==> src/magnetic_cfg.svh <==
`ifndef MAGNETIC_CFG_SVH
`define MAGNETIC_CFG_SVH
// How it works
// - channel 4 positive, channel 5 negative field
// - both channels combine into differential field data
// - proximity and touch thresholds drive two outputs
// - global events bit 2 toggles when the proximity or touch output changes
// - flags: polarity, proximity, touch; rest zero
// - polarity flag shows north or south field
// - 16-bit amplitude, low byte first address
// - optional inverse calculation linearizes amplitude output
// - settings 0 hold divider and tuning mode

// ----------------------------------------------------------------
// register offsets
// ----------------------------------------------------------------
`define ADDR_GLOBAL_EVENT_SUMMARY 8'h11
`define ADDR_MAGNETIC_UI_FLAGS 8'h16
`define ADDR_MAGNETIC_AMPLITUDE_LOW 8'h17
`define ADDR_MAGNETIC_AMPLITUDE_HIGH 8'h18
`define ADDR_MAGNETIC_CHARGE_TUNING_CFG 8'h90
`define ADDR_MAGNETIC_TUNING_BASE_TARGET 8'h91
`define ADDR_SWITCH_UI_CFG 8'hA0
`define ADDR_SWITCH_UI_PROX_THRESHOLD 8'hA1
`define ADDR_SWITCH_UI_TOUCH_THRESHOLD 8'hA2

// ----------------------------------------------------------------
// field positions
// ----------------------------------------------------------------
`define EVENT_MAGNETIC_BIT 2
`define FLAG_POLARITY_BIT 0
`define FLAG_PROX_BIT 1
`define FLAG_TOUCH_BIT 2
`define CHARGE_DIVIDER_MSB 3
`define CHARGE_DIVIDER_LSB 0
`define TUNING_MODE_MSB 5
`define TUNING_MODE_LSB 4
`define TUNING_BASE_MSB 3
`define TUNING_BASE_LSB 0
`define TUNING_TARGET_MSB 7
`define TUNING_TARGET_LSB 4
`define SWITCH_INVERSE_BIT 0
`define SWITCH_ENABLE_BIT 1

// ----------------------------------------------------------------
// reset values
// ----------------------------------------------------------------
`define RESET_CHARGE_TUNING_CFG 8'h34
`define RESET_TUNING_BASE_TARGET 8'h80
`define RESET_SWITCH_UI_CFG 8'h02
`define RESET_PROX_THRESHOLD 8'h10
`define RESET_TOUCH_THRESHOLD 8'h20

// ----------------------------------------------------------------
// timing and arithmetic
// ----------------------------------------------------------------
// idle time between conversions is (divider + 1) * 16 clocks
`define RATE_FILL 4'hF
`define INV_NUMERATOR 32'h00FFFFFF
`define AMPLITUDE_SATURATED 16'hFFFF
`endif

==> src/magnetic_pkg.sv <==
package magnetic_pkg;
  typedef enum logic [2:0] {
    ST_IDLE = 3'b000,
    ST_START_POS = 3'b001,
    ST_WAIT_POS = 3'b010,
    ST_START_NEG = 3'b011,
    ST_WAIT_NEG = 3'b100,
    ST_COMBINE = 3'b101
  } seq_state_type;

  typedef logic [15:0] amplitude_type;
endpackage

==> src/conv_if.sv <==
`timescale 1ns/1ps
interface conv_if #(parameter int WIDTH = 16);
  logic start;
  logic done;
  logic [WIDTH-1:0] value;
  modport capture(input start, output done, output value);
  modport sequencer(output start, input done, input value);
endinterface

==> src/field_channel_capture.sv <==
`timescale 1ns/1ps
module field_channel_capture #(
  parameter int WIDTH = 16
) (
  input wire logic clock,
  input wire logic sys_rst,
  conv_if.capture link,
  output logic raw_start,
  input wire logic raw_valid,
  input wire logic [WIDTH-1:0] raw_result
);
  logic busy;

  assign raw_start = link.start;

  // a stray result outside a requested conversion is dropped
  always_ff @(posedge clock or posedge sys_rst) begin
    if (sys_rst) begin
      busy <= 1'b0;
    end else if (link.start) begin
      busy <= 1'b1;
    end else if (raw_valid) begin
      busy <= 1'b0;
    end
  end

  always_ff @(posedge clock or posedge sys_rst) begin
    if (sys_rst) begin
      link.value <= '0;
    end else if (busy && raw_valid) begin
      link.value <= raw_result;
    end
  end

  always_ff @(posedge clock or posedge sys_rst) begin
    if (sys_rst) begin
      link.done <= 1'b0;
    end else begin
      link.done <= busy && raw_valid && !link.start;
    end
  end
endmodule

==> src/hall_effect_sensor_readout.sv <==
`timescale 1ns/1ps
`include "magnetic_cfg.svh"
module hall_effect_sensor_readout #(
  parameter int WIDTH = 16
) (
  input wire logic clock,
  input wire logic sys_rst,
  input wire logic [7:0] reg_addr,
  input wire logic reg_wr,
  input wire logic [7:0] reg_wdata,
  input wire logic reg_rd,
  output logic [7:0] reg_rd_data,
  output logic pos_start,
  input wire logic pos_valid,
  input wire logic [WIDTH-1:0] pos_result,
  output logic neg_start,
  input wire logic neg_valid,
  input wire logic [WIDTH-1:0] neg_result,
  output logic magnetic_prox_out,
  output logic magnetic_touch_out,
  output logic magnetic_polarity,
  output logic [1:0] auto_tuning_mode,
  output logic [3:0] auto_tuning_base,
  output logic [3:0] auto_tuning_target
);
  // ----------------------------------------------------------------
  // configuration registers
  // ----------------------------------------------------------------
  logic [7:0] charge_tuning_cfg;
  logic [7:0] tuning_base_target;
  logic [7:0] switch_cfg;
  logic [7:0] prox_threshold;
  logic [7:0] touch_threshold;

  always_ff @(posedge clock or posedge sys_rst) begin
    if (sys_rst) begin
      charge_tuning_cfg <= `RESET_CHARGE_TUNING_CFG;
      tuning_base_target <= `RESET_TUNING_BASE_TARGET;
      switch_cfg <= `RESET_SWITCH_UI_CFG;
      prox_threshold <= `RESET_PROX_THRESHOLD;
      touch_threshold <= `RESET_TOUCH_THRESHOLD;
    end else if (reg_wr) begin
      case (reg_addr)
        `ADDR_MAGNETIC_CHARGE_TUNING_CFG: charge_tuning_cfg <= reg_wdata;
        `ADDR_MAGNETIC_TUNING_BASE_TARGET: tuning_base_target <= reg_wdata;
        `ADDR_SWITCH_UI_CFG: switch_cfg <= reg_wdata;
        `ADDR_SWITCH_UI_PROX_THRESHOLD: prox_threshold <= reg_wdata;
        `ADDR_SWITCH_UI_TOUCH_THRESHOLD: touch_threshold <= reg_wdata;
        default: begin
        end
      endcase
    end
  end

  // tuning itself lives in the front end; it only sees these fields
  assign auto_tuning_mode = charge_tuning_cfg[`TUNING_MODE_MSB:`TUNING_MODE_LSB];
  assign auto_tuning_base = tuning_base_target[`TUNING_BASE_MSB:`TUNING_BASE_LSB];
  assign auto_tuning_target = tuning_base_target[`TUNING_TARGET_MSB:`TUNING_TARGET_LSB];

  // ----------------------------------------------------------------
  // channel capture
  // ----------------------------------------------------------------
  conv_if #(.WIDTH(WIDTH)) pos_link();
  conv_if #(.WIDTH(WIDTH)) neg_link();

  field_channel_capture #(.WIDTH(WIDTH)) pos_capture (
    .clock(clock),
    .sys_rst(sys_rst),
    .link(pos_link),
    .raw_start(pos_start),
    .raw_valid(pos_valid),
    .raw_result(pos_result)
  );

  field_channel_capture #(.WIDTH(WIDTH)) neg_capture (
    .clock(clock),
    .sys_rst(sys_rst),
    .link(neg_link),
    .raw_start(neg_start),
    .raw_valid(neg_valid),
    .raw_result(neg_result)
  );

  // ----------------------------------------------------------------
  // conversion sequencer
  // ----------------------------------------------------------------
  magnetic_pkg::seq_state_type state;
  magnetic_pkg::seq_state_type next_state;
  logic [11:0] rate_count;
  logic [11:0] rate_limit;

  assign rate_limit = {4'h0, charge_tuning_cfg[`CHARGE_DIVIDER_MSB:`CHARGE_DIVIDER_LSB],
                       `RATE_FILL};

  always_ff @(posedge clock or posedge sys_rst) begin
    if (sys_rst) begin
      rate_count <= 12'h000;
    end else if (state != magnetic_pkg::ST_IDLE) begin
      rate_count <= 12'h000;
    end else begin
      rate_count <= rate_count + 12'h001;
    end
  end

  // positive channel always converts first, then negative
  always_comb begin
    next_state = state;
    case (state)
      magnetic_pkg::ST_IDLE: begin
        if (rate_count >= rate_limit) begin
          next_state = magnetic_pkg::ST_START_POS;
        end
      end
      magnetic_pkg::ST_START_POS: next_state = magnetic_pkg::ST_WAIT_POS;
      magnetic_pkg::ST_WAIT_POS: begin
        if (pos_link.done) begin
          next_state = magnetic_pkg::ST_START_NEG;
        end
      end
      magnetic_pkg::ST_START_NEG: next_state = magnetic_pkg::ST_WAIT_NEG;
      magnetic_pkg::ST_WAIT_NEG: begin
        if (neg_link.done) begin
          next_state = magnetic_pkg::ST_COMBINE;
        end
      end
      magnetic_pkg::ST_COMBINE: next_state = magnetic_pkg::ST_IDLE;
      default: next_state = magnetic_pkg::ST_IDLE;
    endcase
  end

  always_ff @(posedge clock or posedge sys_rst) begin
    if (sys_rst) begin
      state <= magnetic_pkg::ST_IDLE;
    end else begin
      state <= next_state;
    end
  end

  assign pos_link.start = (state == magnetic_pkg::ST_START_POS);
  assign neg_link.start = (state == magnetic_pkg::ST_START_NEG);

  // ----------------------------------------------------------------
  // differential processing
  // ----------------------------------------------------------------
  logic [WIDTH:0] field_diff;
  logic [WIDTH:0] field_mag_wide;
  magnetic_pkg::amplitude_type field_mag;
  logic [31:0] inverse_quot;
  magnetic_pkg::amplitude_type inverse_amp;
  magnetic_pkg::amplitude_type report_amp;
  logic field_south;
  logic ui_enable;
  logic prox_hit;
  logic touch_hit;

  // common-mode cancels in the subtraction
  assign field_diff = {1'b0, pos_link.value} - {1'b0, neg_link.value};
  assign field_south = field_diff[WIDTH];
  assign field_mag_wide = field_south ? (~field_diff + 1'b1) : field_diff;
  assign field_mag = field_mag_wide[15:0];

  // a full divider is costly; it is combinational and its quotient is registered only in ST_COMBINE
  assign inverse_quot = (field_mag == 16'h0000) ? `INV_NUMERATOR
                        : (`INV_NUMERATOR / {16'h0000, field_mag});
  assign inverse_amp = (inverse_quot[31:16] != 16'h0000) ? `AMPLITUDE_SATURATED
                       : inverse_quot[15:0];
  assign report_amp = switch_cfg[`SWITCH_INVERSE_BIT] ? inverse_amp : field_mag;

  // thresholds act on the raw magnitude so linearizing never flips them
  assign ui_enable = switch_cfg[`SWITCH_ENABLE_BIT];
  assign prox_hit = ui_enable && (field_mag >= {4'h0, prox_threshold, 4'h0});
  assign touch_hit = ui_enable && (field_mag >= {4'h0, touch_threshold, 4'h0});

  // ----------------------------------------------------------------
  // result registers
  // ----------------------------------------------------------------
  magnetic_pkg::amplitude_type amplitude;
  logic event_toggle;
  logic combine_now;

  assign combine_now = (state == magnetic_pkg::ST_COMBINE);

  always_ff @(posedge clock or posedge sys_rst) begin
    if (sys_rst) begin
      magnetic_polarity <= 1'b0;
      magnetic_prox_out <= 1'b0;
      magnetic_touch_out <= 1'b0;
      amplitude <= 16'h0000;
    end else if (combine_now) begin
      magnetic_polarity <= field_south;
      magnetic_prox_out <= prox_hit;
      magnetic_touch_out <= touch_hit;
      amplitude <= report_amp;
    end
  end

  always_ff @(posedge clock or posedge sys_rst) begin
    if (sys_rst) begin
      event_toggle <= 1'b0;
    end else if (combine_now && ((prox_hit != magnetic_prox_out)
                                 || (touch_hit != magnetic_touch_out))) begin
      event_toggle <= ~event_toggle;
    end
  end

  // ----------------------------------------------------------------
  // register read port
  // ----------------------------------------------------------------
  always_ff @(posedge clock or posedge sys_rst) begin
    if (sys_rst) begin
      reg_rd_data <= 8'h00;
    end else if (reg_rd) begin
      case (reg_addr)
        `ADDR_GLOBAL_EVENT_SUMMARY: begin
          reg_rd_data <= {5'h00, event_toggle, 2'h0};
        end
        `ADDR_MAGNETIC_UI_FLAGS: begin
          reg_rd_data <= {5'h00, magnetic_touch_out, magnetic_prox_out,
                          magnetic_polarity};
        end
        `ADDR_MAGNETIC_AMPLITUDE_LOW: reg_rd_data <= amplitude[7:0];
        `ADDR_MAGNETIC_AMPLITUDE_HIGH: reg_rd_data <= amplitude[15:8];
        `ADDR_MAGNETIC_CHARGE_TUNING_CFG: reg_rd_data <= charge_tuning_cfg;
        `ADDR_MAGNETIC_TUNING_BASE_TARGET: reg_rd_data <= tuning_base_target;
        `ADDR_SWITCH_UI_CFG: reg_rd_data <= switch_cfg;
        `ADDR_SWITCH_UI_PROX_THRESHOLD: reg_rd_data <= prox_threshold;
        `ADDR_SWITCH_UI_TOUCH_THRESHOLD: reg_rd_data <= touch_threshold;
        default: reg_rd_data <= 8'h00;
      endcase
    end
  end

  // ----------------------------------------------------------------
  // checks
  // ----------------------------------------------------------------
  property p_neg_after_pos;
    @(posedge clock) disable iff (sys_rst)
    $rose(neg_start) |-> $past(state) == magnetic_pkg::ST_WAIT_POS && $past(pos_link.done);
  endproperty
  a_neg_after_pos: assert property (p_neg_after_pos)
    else $error("negative channel started before positive finished");

  property p_diff_magnitude;
    @(posedge clock) disable iff (sys_rst)
    combine_now && !switch_cfg[`SWITCH_INVERSE_BIT] |=>
      amplitude == (($past(pos_link.value) >= $past(neg_link.value)) ?
        $past(pos_link.value) - $past(neg_link.value) :
        $past(neg_link.value) - $past(pos_link.value));
  endproperty
  a_diff_magnitude: assert property (p_diff_magnitude)
    else $error("amplitude differs from channel difference");

  property p_touch_level;
    @(posedge clock) disable iff (sys_rst)
    combine_now && ui_enable && field_mag >= {4'h0, touch_threshold, 4'h0}
      |=> magnetic_touch_out;
  endproperty
  a_touch_level: assert property (p_touch_level)
    else $error("touch output missing above touch level");

  property p_prox_level;
    @(posedge clock) disable iff (sys_rst)
    combine_now && field_mag < {4'h0, prox_threshold, 4'h0} |=> !magnetic_prox_out;
  endproperty
  a_prox_level: assert property (p_prox_level)
    else $error("proximity output set below proximity level");

  property p_event_cause;
    @(posedge clock) disable iff (sys_rst)
    $changed(event_toggle) |-> $past(combine_now) &&
      ($changed(magnetic_prox_out) || $changed(magnetic_touch_out));
  endproperty
  a_event_cause: assert property (p_event_cause)
    else $error("event bit toggled without a detection change");

  property p_flags_read;
    @(posedge clock) disable iff (sys_rst)
    reg_rd && reg_addr == `ADDR_MAGNETIC_UI_FLAGS ##1 $stable(magnetic_prox_out) |->
      reg_rd_data[7:3] == 5'h00 && reg_rd_data[`FLAG_PROX_BIT] == magnetic_prox_out;
  endproperty
  a_flags_read: assert property (p_flags_read)
    else $error("flags read back wrong");

  property p_polarity;
    @(posedge clock) disable iff (sys_rst)
    combine_now ##1 1'b1 |-> magnetic_polarity == $past(neg_link.value > pos_link.value);
  endproperty
  a_polarity: assert property (p_polarity)
    else $error("polarity does not follow field sign");

  property p_amplitude_high_read;
    @(posedge clock) disable iff (sys_rst)
    reg_rd && reg_addr == `ADDR_MAGNETIC_AMPLITUDE_HIGH && !combine_now
      |=> reg_rd_data == amplitude[15:8];
  endproperty
  a_amplitude_high_read: assert property (p_amplitude_high_read)
    else $error("high amplitude byte read back wrong");

  property p_same_measurement;
    @(posedge clock) disable iff (sys_rst)
    ($changed(amplitude) || $changed(magnetic_polarity)) |-> $past(combine_now);
  endproperty
  a_same_measurement: assert property (p_same_measurement)
    else $error("result register changed outside a combine step");
endmodule

==> config.mk <==
export PLATFORM = sky130hd
export DESIGN_NAME = hall_effect_sensor_readout
export DESIGN_NICKNAME = d
export VERILOG_FILES = /design/src/magnetic_pkg.sv /design/src/conv_if.sv /design/src/field_channel_capture.sv /design/src/hall_effect_sensor_readout.sv
export VERILOG_INCLUDE_DIRS = /design/src
export SDC_FILE = /design/constraint.sdc
export NUM_CORES = 1
export LEC_CHECK = 0
export BUFFER_PORTS_ARGS = -buffer_cell sky130_fd_sc_hd__buf_2
export CORE_ASPECT_RATIO = 0.7
export CORE_MARGIN = 2
export CORE_UTILIZATION = 37
export DETAILED_ROUTE_END_ITERATION = 8
export PLACE_DENSITY_LB_ADDON = 0.08
export SETUP_SLACK_MARGIN = 0.3
export SLEW_MARGIN = 20
export SYNTH_ARGS = -nofsm -noshare
export SYNTH_HDL_FRONTEND = slang
export SYNTH_SLANG_ARGS = --single-unit
==> constraint.sdc <==
create_clock -name clock -period 116 [get_ports clock]
set_clock_uncertainty 0.05 [all_clocks]
set_input_delay 29 -clock clock [delete_from_list [all_inputs] [get_ports clock]]
set_output_delay 29 -clock clock [all_outputs]
set_load 0.05 [all_outputs]
**Word level (Yosys, flattened, before mapping)**

Cells that the tools add are included.

- Register bits: 119
- Latch bits: 0
- Bits in writable memories: 0
- Memory bits (read-only): 0
- Input bits: 54
- Output and inout bits: 23
- Word-level logic and storage cells: 83
- Memories kept: 0

- Add/subtract/negate cells: 3
- $mul: 0
- Divide/modulo/power cells: 1
- $lt $le $gt $ge: 3
- Equal/unequal tests: 19
- Shift-type cells: 0
- Multiplexer cells: 14
- Bitwise operators: 2
- Reductions and logical operators: 22

Operators with widths:

| operator | number |
|---|---|
| 8-bit case mux with 9 select lines | 1 |
| 16-bit 2-to-1 mux | 3 |
| 8-bit equality test, second input constant | 5 |
| 24-bit by 16-bit divider with 32-bit output, first input constant | 1 |
| 8-bit by 5-bit equality test with 1-bit output, second input constant | 4 |
| 16-bit by 12-bit greater-or-equal comparator with 1-bit output | 2 |
| 32-bit 2-to-1 mux | 1 |
| 16-bit by 16-bit subtractor with 17-bit output | 1 |
| 16-bit by 1-bit adder with 16-bit output, second input constant | 1 |
| 16-bit logical NOT | 1 |
| 16-bit inverter | 1 |
| 16-bit nonzero test | 1 |
| 3-bit case mux with 5 select lines | 1 |
| 12-bit by 1-bit adder with 12-bit output, second input constant | 1 |
| 12-bit by 8-bit greater-or-equal comparator with 1-bit output | 1 |
| 12-bit 2-to-1 mux | 1 |
| 2-bit AND reduction | 5 |
| 3-bit 2-to-1 mux | 3 |
| 1-bit logical AND | 7 |
| 3-bit by 2-bit equality test with 1-bit output, second input constant | 2 |
| 3-bit equality test, second input constant | 2 |
| 1-bit 2-to-1 mux | 4 |
| 2-bit by 1-bit inequality test with 1-bit output, second input constant | 2 |
| 2-bit nonzero test | 2 |
| 9 further kinds | 11 |

**Depth between registers and ports, before layout**

Gate-level depths: netlist of run 1.

- Depth after elaboration: 9
- Depth in mapped cells: 507
- Mapped depth without buffers: 471

**By module**

From an unflattened synthesis of run 1, not the netlist that was laid out.

- Cells, all modules: 4,497
- Area, all modules: 32,307.2 um^2

Modules (own cells, without submodules):

| module | instances | cells each | area an instance (um^2) | seq. area each (um^2) |
|---|---|---|---|---|
| hall_effect_sensor_readout | 1 | 4,415 | 30,873.4 | 2,085.8 |
| field_channel_capture | 2 | 41 | 716.9 | 450.4 |

**Worst setup path after synthesis of run 1**

OpenSTA, ideal clock, no wires.

- Path type: flip-flop to flip-flop
- Start point: register pos_capture.link.value[0]
- End point: register amplitude[0]
- Library setup time: 0.135 ns
- Arrival: 87.766 ns
- Data required time: 115.815 ns
- Slack: 28.049 ns
- Stages on the path, launching flop included: 489
- Path buffers: 39
- Period minus slack after synthesis: 87.951 ns
- Cells stage by stage: dfrtp_1 -> inv_1 -> ha_1 -> fa_1 -> nand2b_1 -> a21boi_4 -> o21ai_4 -> o21ai_1 -> buf_2 -> buf_1 -> nor2_1 -> xnor2_1 -> ha_1 -> nor2_1 -> a211oi_1 -> or3_1 -> and2_1 -> nor2_1 -> (+453 left out) -> o21ai_0 -> nand2b_1 -> a21oi_1 -> nor2b_1 -> o21ai_0 -> nand2b_1 -> a21oi_1 -> nor2b_1 -> o21ai_0 -> nand2b_1 -> a21oi_1 -> nor2b_1 -> o21ai_0 -> nand2b_1 -> a2111oi_0 -> nand4b_1 -> a311oi_1 -> a31oi_1

- Cells in the longest elaborated chain, start to end: 9
- Elaborated cells on any way between the ends: 10
- Those cells by class: add/sub (2); div (1); mux (4); bitwise (1); reduce/logical (2)

Ends and longest elaborated chain:

| what | RTL line | text |
|---|---|---|
| start, declared | conv_if.sv:6 | `modport capture(input start, output done, output value);` |
| start signal, assigned | field_channel_capture.sv:31 | `link.value <= raw_result;` |
| 16-bit by 16-bit subtractor with 17-bit output (*) | hall_effect_sensor_readout.sv:157 | `assign field_diff = {1'b0, pos_link.value} - {1'b0, neg_link.value};` |
| 16-bit inverter | hall_effect_sensor_readout.sv:159 | `assign field_mag_wide = field_south ? (~field_diff + 1'b1) : field_diff;` |
| 16-bit by 1-bit adder with 16-bit output | hall_effect_sensor_readout.sv:159 |  |
| 16-bit 2-to-1 mux (*) | hall_effect_sensor_readout.sv:159 |  |
| 24-bit by 16-bit divider with 32-bit output (no line) or 16-bit logical NOT (tied branches) | n/a |  |
| 32-bit 2-to-1 mux | hall_effect_sensor_readout.sv:163 | `` assign inverse_quot = (field_mag == 16'h0000) ? `INV_NUMERATOR `` |
| 16-bit nonzero test | hall_effect_sensor_readout.sv:165 | `` assign inverse_amp = (inverse_quot[31:16] != 16'h0000) ? `AMPLITUDE_SATURATED `` |
| 16-bit 2-to-1 mux | hall_effect_sensor_readout.sv:165 |  |
| 16-bit 2-to-1 mux (*) | hall_effect_sensor_readout.sv:167 | `` assign report_amp = switch_cfg[`SWITCH_INVERSE_BIT] ? inverse_amp : field_mag; `` |
| end signal, assigned | hall_effect_sensor_readout.sv:193 | `amplitude <= report_amp;` |
| end, declared | hall_effect_sensor_readout.sv:177 | `magnetic_pkg::amplitude_type amplitude;` |

Every way passes the cells marked *; elsewhere a longest branch is shown, timed or not.
A chain may end at the register's enable or synchronous reset.

**Final worst setup path of run 1**

Ends and elaborated chain as after synthesis.

==> results of run 1 <==
## path summary, 6_finish.rpt
check | startpoint | to | slack, ns | depth (start not counted)
min | event_toggle | event_toggle | 0.43 | 1
min in group asynchronous | sys_rst | pos_capture.link.value[3] | 28.59 | 2
max reg2reg | pos_capture.link.value[0] | amplitude[0] | 15.96 | 458
max | pos_capture.link.value[0] | amplitude[0] | 15.96 | 458
min reg2reg | event_toggle | event_toggle | 0.43 | 1
max in group asynchronous | sys_rst | touch_threshold[0] | 85.92 | 3
## flip-flops by register name, indices dropped and copies added, names as in the netlist, 3 cells and up
signal,count
pos_capture.link.value,16
tuning_base_target,8
rate_count,12
prox_threshold,8
reg_rd_data,8
amplitude,16
state,3
touch_threshold,8
switch_cfg,8
neg_capture.link.value,16
charge_tuning_cfg,8
## cell usage after synthesis, drive strengths merged (24+ instances only)
cell type  count  share of area [%]
inv          263                3.1
mux2i         32                1.0
nor3         120                2.0
and3          41               0.80
nor2b         54                1.1
nor2         418                4.9
nand2        347                4.1
xnor2        161                4.5
a21oi        376                5.9
buf           43               0.72
o21a         122                2.9
a21o         124                2.9
nor4          43                1.1
or2           29               0.57
o31ai         65                1.6
ha           398                 16
mux2         177                6.2
nand4         41               0.82
dfrtp        112                8.7
a21boi        24               0.61
o22ai         32               0.66
or3           38               0.76
nand2b       171                3.3
a211oi        54                1.4
a31oi         46               0.92
nand3        154                2.4
clkbuf        73               0.85
and2          72                1.4
o21ai        347                5.5
xor2          81                2.2
o211ai        39               0.94
## worst max-delay path, delay by kind of cell, from the launching register on
kind	cells	cell delay, ns
DFF	1	0.34
AOI/OAI and AO/OA	234	51.84
buffers and inverters	15	3.11
xor gates and xnor gates	1	0.22
muxes	13	4.12
adders and majority gates	33	10.64
and+or+nand+nor	162	29.24
## through the flow
step           utilization, %  worst slack (ns)  hold slack [ns]  instance area (µm²)
2_1_floorplan               -             28.05           0.3851                32100
5_1_grt                 40.08             4.589           0.4469                34480
3_5_place_dp            39.40             17.48           0.4193                33890
4_1_cts                 40.08             16.95           0.4311                34480
6_report                40.09             15.96           0.4289                34490
3_3_place_gp            39.39             18.44           0.4152                33890
## layer usage
metal  part of all wire (%)  vias up  GRT usage, %
li1                       -    16710             -
met1                     53    15330         37.68
met2                     40      894         34.55
met3                    5.6      116         2.842
met4                    1.4        4         3.472
met5                  0.021        -             0
## cell families after synthesis
| kind of cell | synth area share, % |
|---|---|
| compound gates | 31.46 |
| xor+xnor | 6.875 |
| other cells | 0.01168 |
| buf+inv | 4.654 |
| simple gates | 24.87 |
| flops | 9.303 |
| fa+ha+maj | 15.57 |
| mux | 7.253 |
## cell type report
cell class | count | area [µm²]
Antenna cell | 1 | 2.502
Clock buffer | 18 | 429.2
Clock inverter | 14 | 162.7
Fill cell | 9102 | 51550
Inverter | 263 | 989.7
Multi-Input combinational cell | 3953 | 27700
Sequential cell | 119 | 2987
Tap cell | 1150 | 1439
Timing Repair Buffer | 129 | 778.2
==> flow_summary.ini, run 1 <==
[finish]
final_common_cell = nor2_1
layout.cells.most_common_list = 416 x nor2_1, 397 x ha_1, 369 x a21oi_1
drive_above_1_share_pct = 10.41
syn2layout_area_growth_pct = 7.425
stdcell_count = 5647
layout.nets = 4936

[clocking]
cts_buffers = 17
root_buffer = clkbuf_16
clkSinkCount = 119
cts-resized-gates = 0
hold_buffers = 0
clockBufferDepth = 2
path_clk_slew_ns = 0.06
htreeDepth = 4
post-cts-setup-buffers = 0
cts_tree = done
clkLatencyLatePin_ns = 0.44

[floorplanning]
start_util_pct = 37.32
ios = 77
rows = 90
die_w_um = 356.1
dieHeight_um = 250.4
die_area_um2 = 89170
coreArea_um2 = 86030

[worst_setup_path]
cp_slowest_cell = or4_1
cp-start-kind = flop
critPathKind = reg2reg
arrival_ns = 100.29
crit_required_ns = 116.25
worstPathMaxFanout = 36
end_kind = flop
crit_path_frequent_cell = o21ai_0
max_stage_delay_ns = 0.86

[yosys]
syn_inst = 4451
yosysSeqAreaShare_pct = 9.303
ys_ff_latch = 119
netlist_area_um2 = 32100
syn_nets = 4904
ys_warn_count = 0
async_flop_share_pct = 100.0
synth_ff_type = dfrtp_1
yosysUniqueCellTypes = 128
avgSynthCellArea_um2 = 7.213
synth-edff-count = 0

[global_route]
grt_pass1_wl_um = 173100
grt.total_usage_pct = 23.87
antenna_found_initial = 3
grt_overflow = 0
grt_pass1_vias = 30430
grt_max_degree = 75

[timing]
rsz0062_at_grt = no
setup_viol = 0
worstMarginPinSlew_ns = 1.100
slew_viol_final = 0
max_freq_mhz = 9.996
slew_headroom_pct = 26.64
hold_violations = 0
min_period_ns = 100.04
post-route-period-util_pct = 86.24
fin_setup_tns_ns = 0

[routing]
final_antenna_net_count = 0
wl_per_cell_um = 19.31
postRouteWirelength_um = 109000
drc = 0
vias_per_cell = 5.853
via_count = 33050
drt-initial-drc-count = 2638
first_pass_iters = 6

[status]
outcome = completed

[place]
gp_congestion = 0.9138
place_hpwl_um = 85110
dpl.cell_count = 5614
io_buffers = 76

[worst_hold_path]
hp-class = reg2reg

[flow_run]
drv_cap = 0
Power of run 1 is not shown: default switching activity piles up to over one toggle a cycle in this logic, so the estimate is an artifact.
==> run 2, diff against run 1 <==
Settings changed: RECOVER_POWER from default to 50.
==> run 2 against run 1 <==
Against the previous run:
- the run now ends with capacitance limit, slew limit left
- worst hold slack gained 0.0039 ns
- flip-flop and latch count unchanged
- critical path depth rose by 1
- first-iteration DRC count is 9.0% higher
- design area is 0.12% lower
- global-route usage stayed put
- utilization is essentially flat
- routed wire length grew 0.11%
- fmax decreased by 0.35%
- clock-buffer cell count unchanged
==> flow_summary.ini, run 2 (synthesis gave the netlist of run 1 again) <==
[worst_setup_path]
reg2reg_from = pos_capture.link.value[0]
cp.depth = 459
cp-start-kind = flop
max_stage_delay_ns = 0.94
worstPathMaxFanout = 36
crit_path_frequent_cell = o21ai_0
arrival_ns = 100.64
crit_start = pos_capture.link.value[0]
critPathKind = reg2reg
end_kind = flop
reg2reg_depth = 459
cp_slowest_cell = clkbuf_1
crit_family = compound AO/OA/AOI/OAI gates
crit_required_ns = 116.25
critPathBufInv = 16

[finish]
drive_above_1_share_pct = 9.831
reg_top3 = amplitude (16), neg_capture.link.value (16), pos_capture.link.value (16)
fillCellCount = 9119
layout.cells.most_common_list = 416 x nor2_1, 397 x ha_1, 369 x a21oi_1
syn2layout_area_growth_pct = 7.296
final_common_cell = nor2_1
layout.nets = 4936

[routing]
wl_per_cell_um = 19.33
drt-initial-drc-count = 2875
drc = 0
vias_per_cell = 5.855
postRouteWirelength_um = 109100
first_pass_iters = 6
via_count = 33070
final_antenna_net_count = 0

[clocking]
cts-resized-gates = 0
htreeDepth = 4
cts_tree = done
clockBufferDepth = 2
path_clk_slew_ns = 0.06
hold_buffers = 0
root_buffer = clkbuf_16
post-cts-setup-buffers = 0
clkSinkCount = 119
cts_buffers = 17
clkLatencyLatePin_ns = 0.44

[global_route]
grt.total_usage_pct = 23.87
antenna_found_initial = 3
grt_pass1_wl_um = 173100
grt_max_degree = 75
grt_pass1_vias = 30430
grt_overflow = 0

[floorplanning]
die_w_um = 356.1
dieHeight_um = 250.4
die_area_um2 = 89170
start_util_pct = 37.32
rows = 90
ios = 77
coreArea_um2 = 86030

[place]
dp_slack_ns = 17.48
io_buffers = 76
place_hpwl_um = 85110
gp_congestion = 0.9138

[timing]
setup_slack_ns = 15.61
hold_violations = 0
slew_viol_final = 163
min_period_ns = 100.39
post-route-period-util_pct = 86.55
setup_viol = 0
fin_setup_tns_ns = 0
rsz0062_at_grt = no
slew_headroom_pct = -169.2
worstMarginPinSlew_ns = 4.037
max_freq_mhz = 9.961

[flow_run]
drv_cap = 3

[worst_hold_path]
hp-class = reg2reg
min_from = event_toggle
hold_depth = 1

[status]
outcome = finished, violations left
failed_checks = capacitance limit, slew limit
[run 2: final timing paths]
kind | end | slack [ns]
max | amplitude[0] | 15.61
min | event_toggle | 0.43
max reg2reg | amplitude[0] | 15.61
min reg2reg | event_toggle | 0.43
max in group asynchronous | touch_threshold[0] | 82.24
min in group asynchronous | neg_capture.link.value[3] | 29.08
[run 2: per-layer routing]
layer / routed length (µm) / track usage [%] / vias to the layer above
li1: - / - / 16700
met1: 57750 / 37.68 / 15310
met2: 43750 / 34.55 / 944
met3: 6149 / 2.842 / 110
met4: 1474 / 3.472 / 4
met5: 23 / 0 / -
[run 2: area by class of cell]
| class | count | area, µm² | area share [%] |
|---|---|---|---|
| inverters | 263 | 988.4 | 2.870 |
| clock buffers | 18 | 429.2 | 1.246 |
| well taps | 1150 | 1439 | 4.177 |
| multi-input cells | 3953 | 27700 | 80.41 |
| flip-flops and latches | 119 | 2987 | 8.671 |
| repair buffers | 129 | 739.5 | 2.147 |
| clock inverters | 14 | 162.7 | 0.4722 |
| diodes | 1 | 2.502 | 0.007265 |
[run 2: per-stage QoR]
step	instances	hold WS, ns	utilization [%]	instance area [µm²]
finish	5647	0.4329	40.04	34450
CTS	5646	0.4311	40.08	34480
global route	5646	0.4469	40.03	34440
detailed placement	5614	0.4193	39.40	33890
global placement	5614	0.4152	39.39	33890
floorplan	4451	0.3851	-	32100
[run 2: worst register-to-register path, delay by kind of cell (launching register included)]
kind                     cells  cell delay (ns)
buffers and inverters       16             3.94
flip-flops                   1             0.34
adder cells (fa/ha/maj)     33            10.82
AO/OA/AOI/OAI              233            51.10
multiplexers                13             4.40
AND/OR/NAND/NOR            164            29.68
Power of run 2 is left out for the same reason.
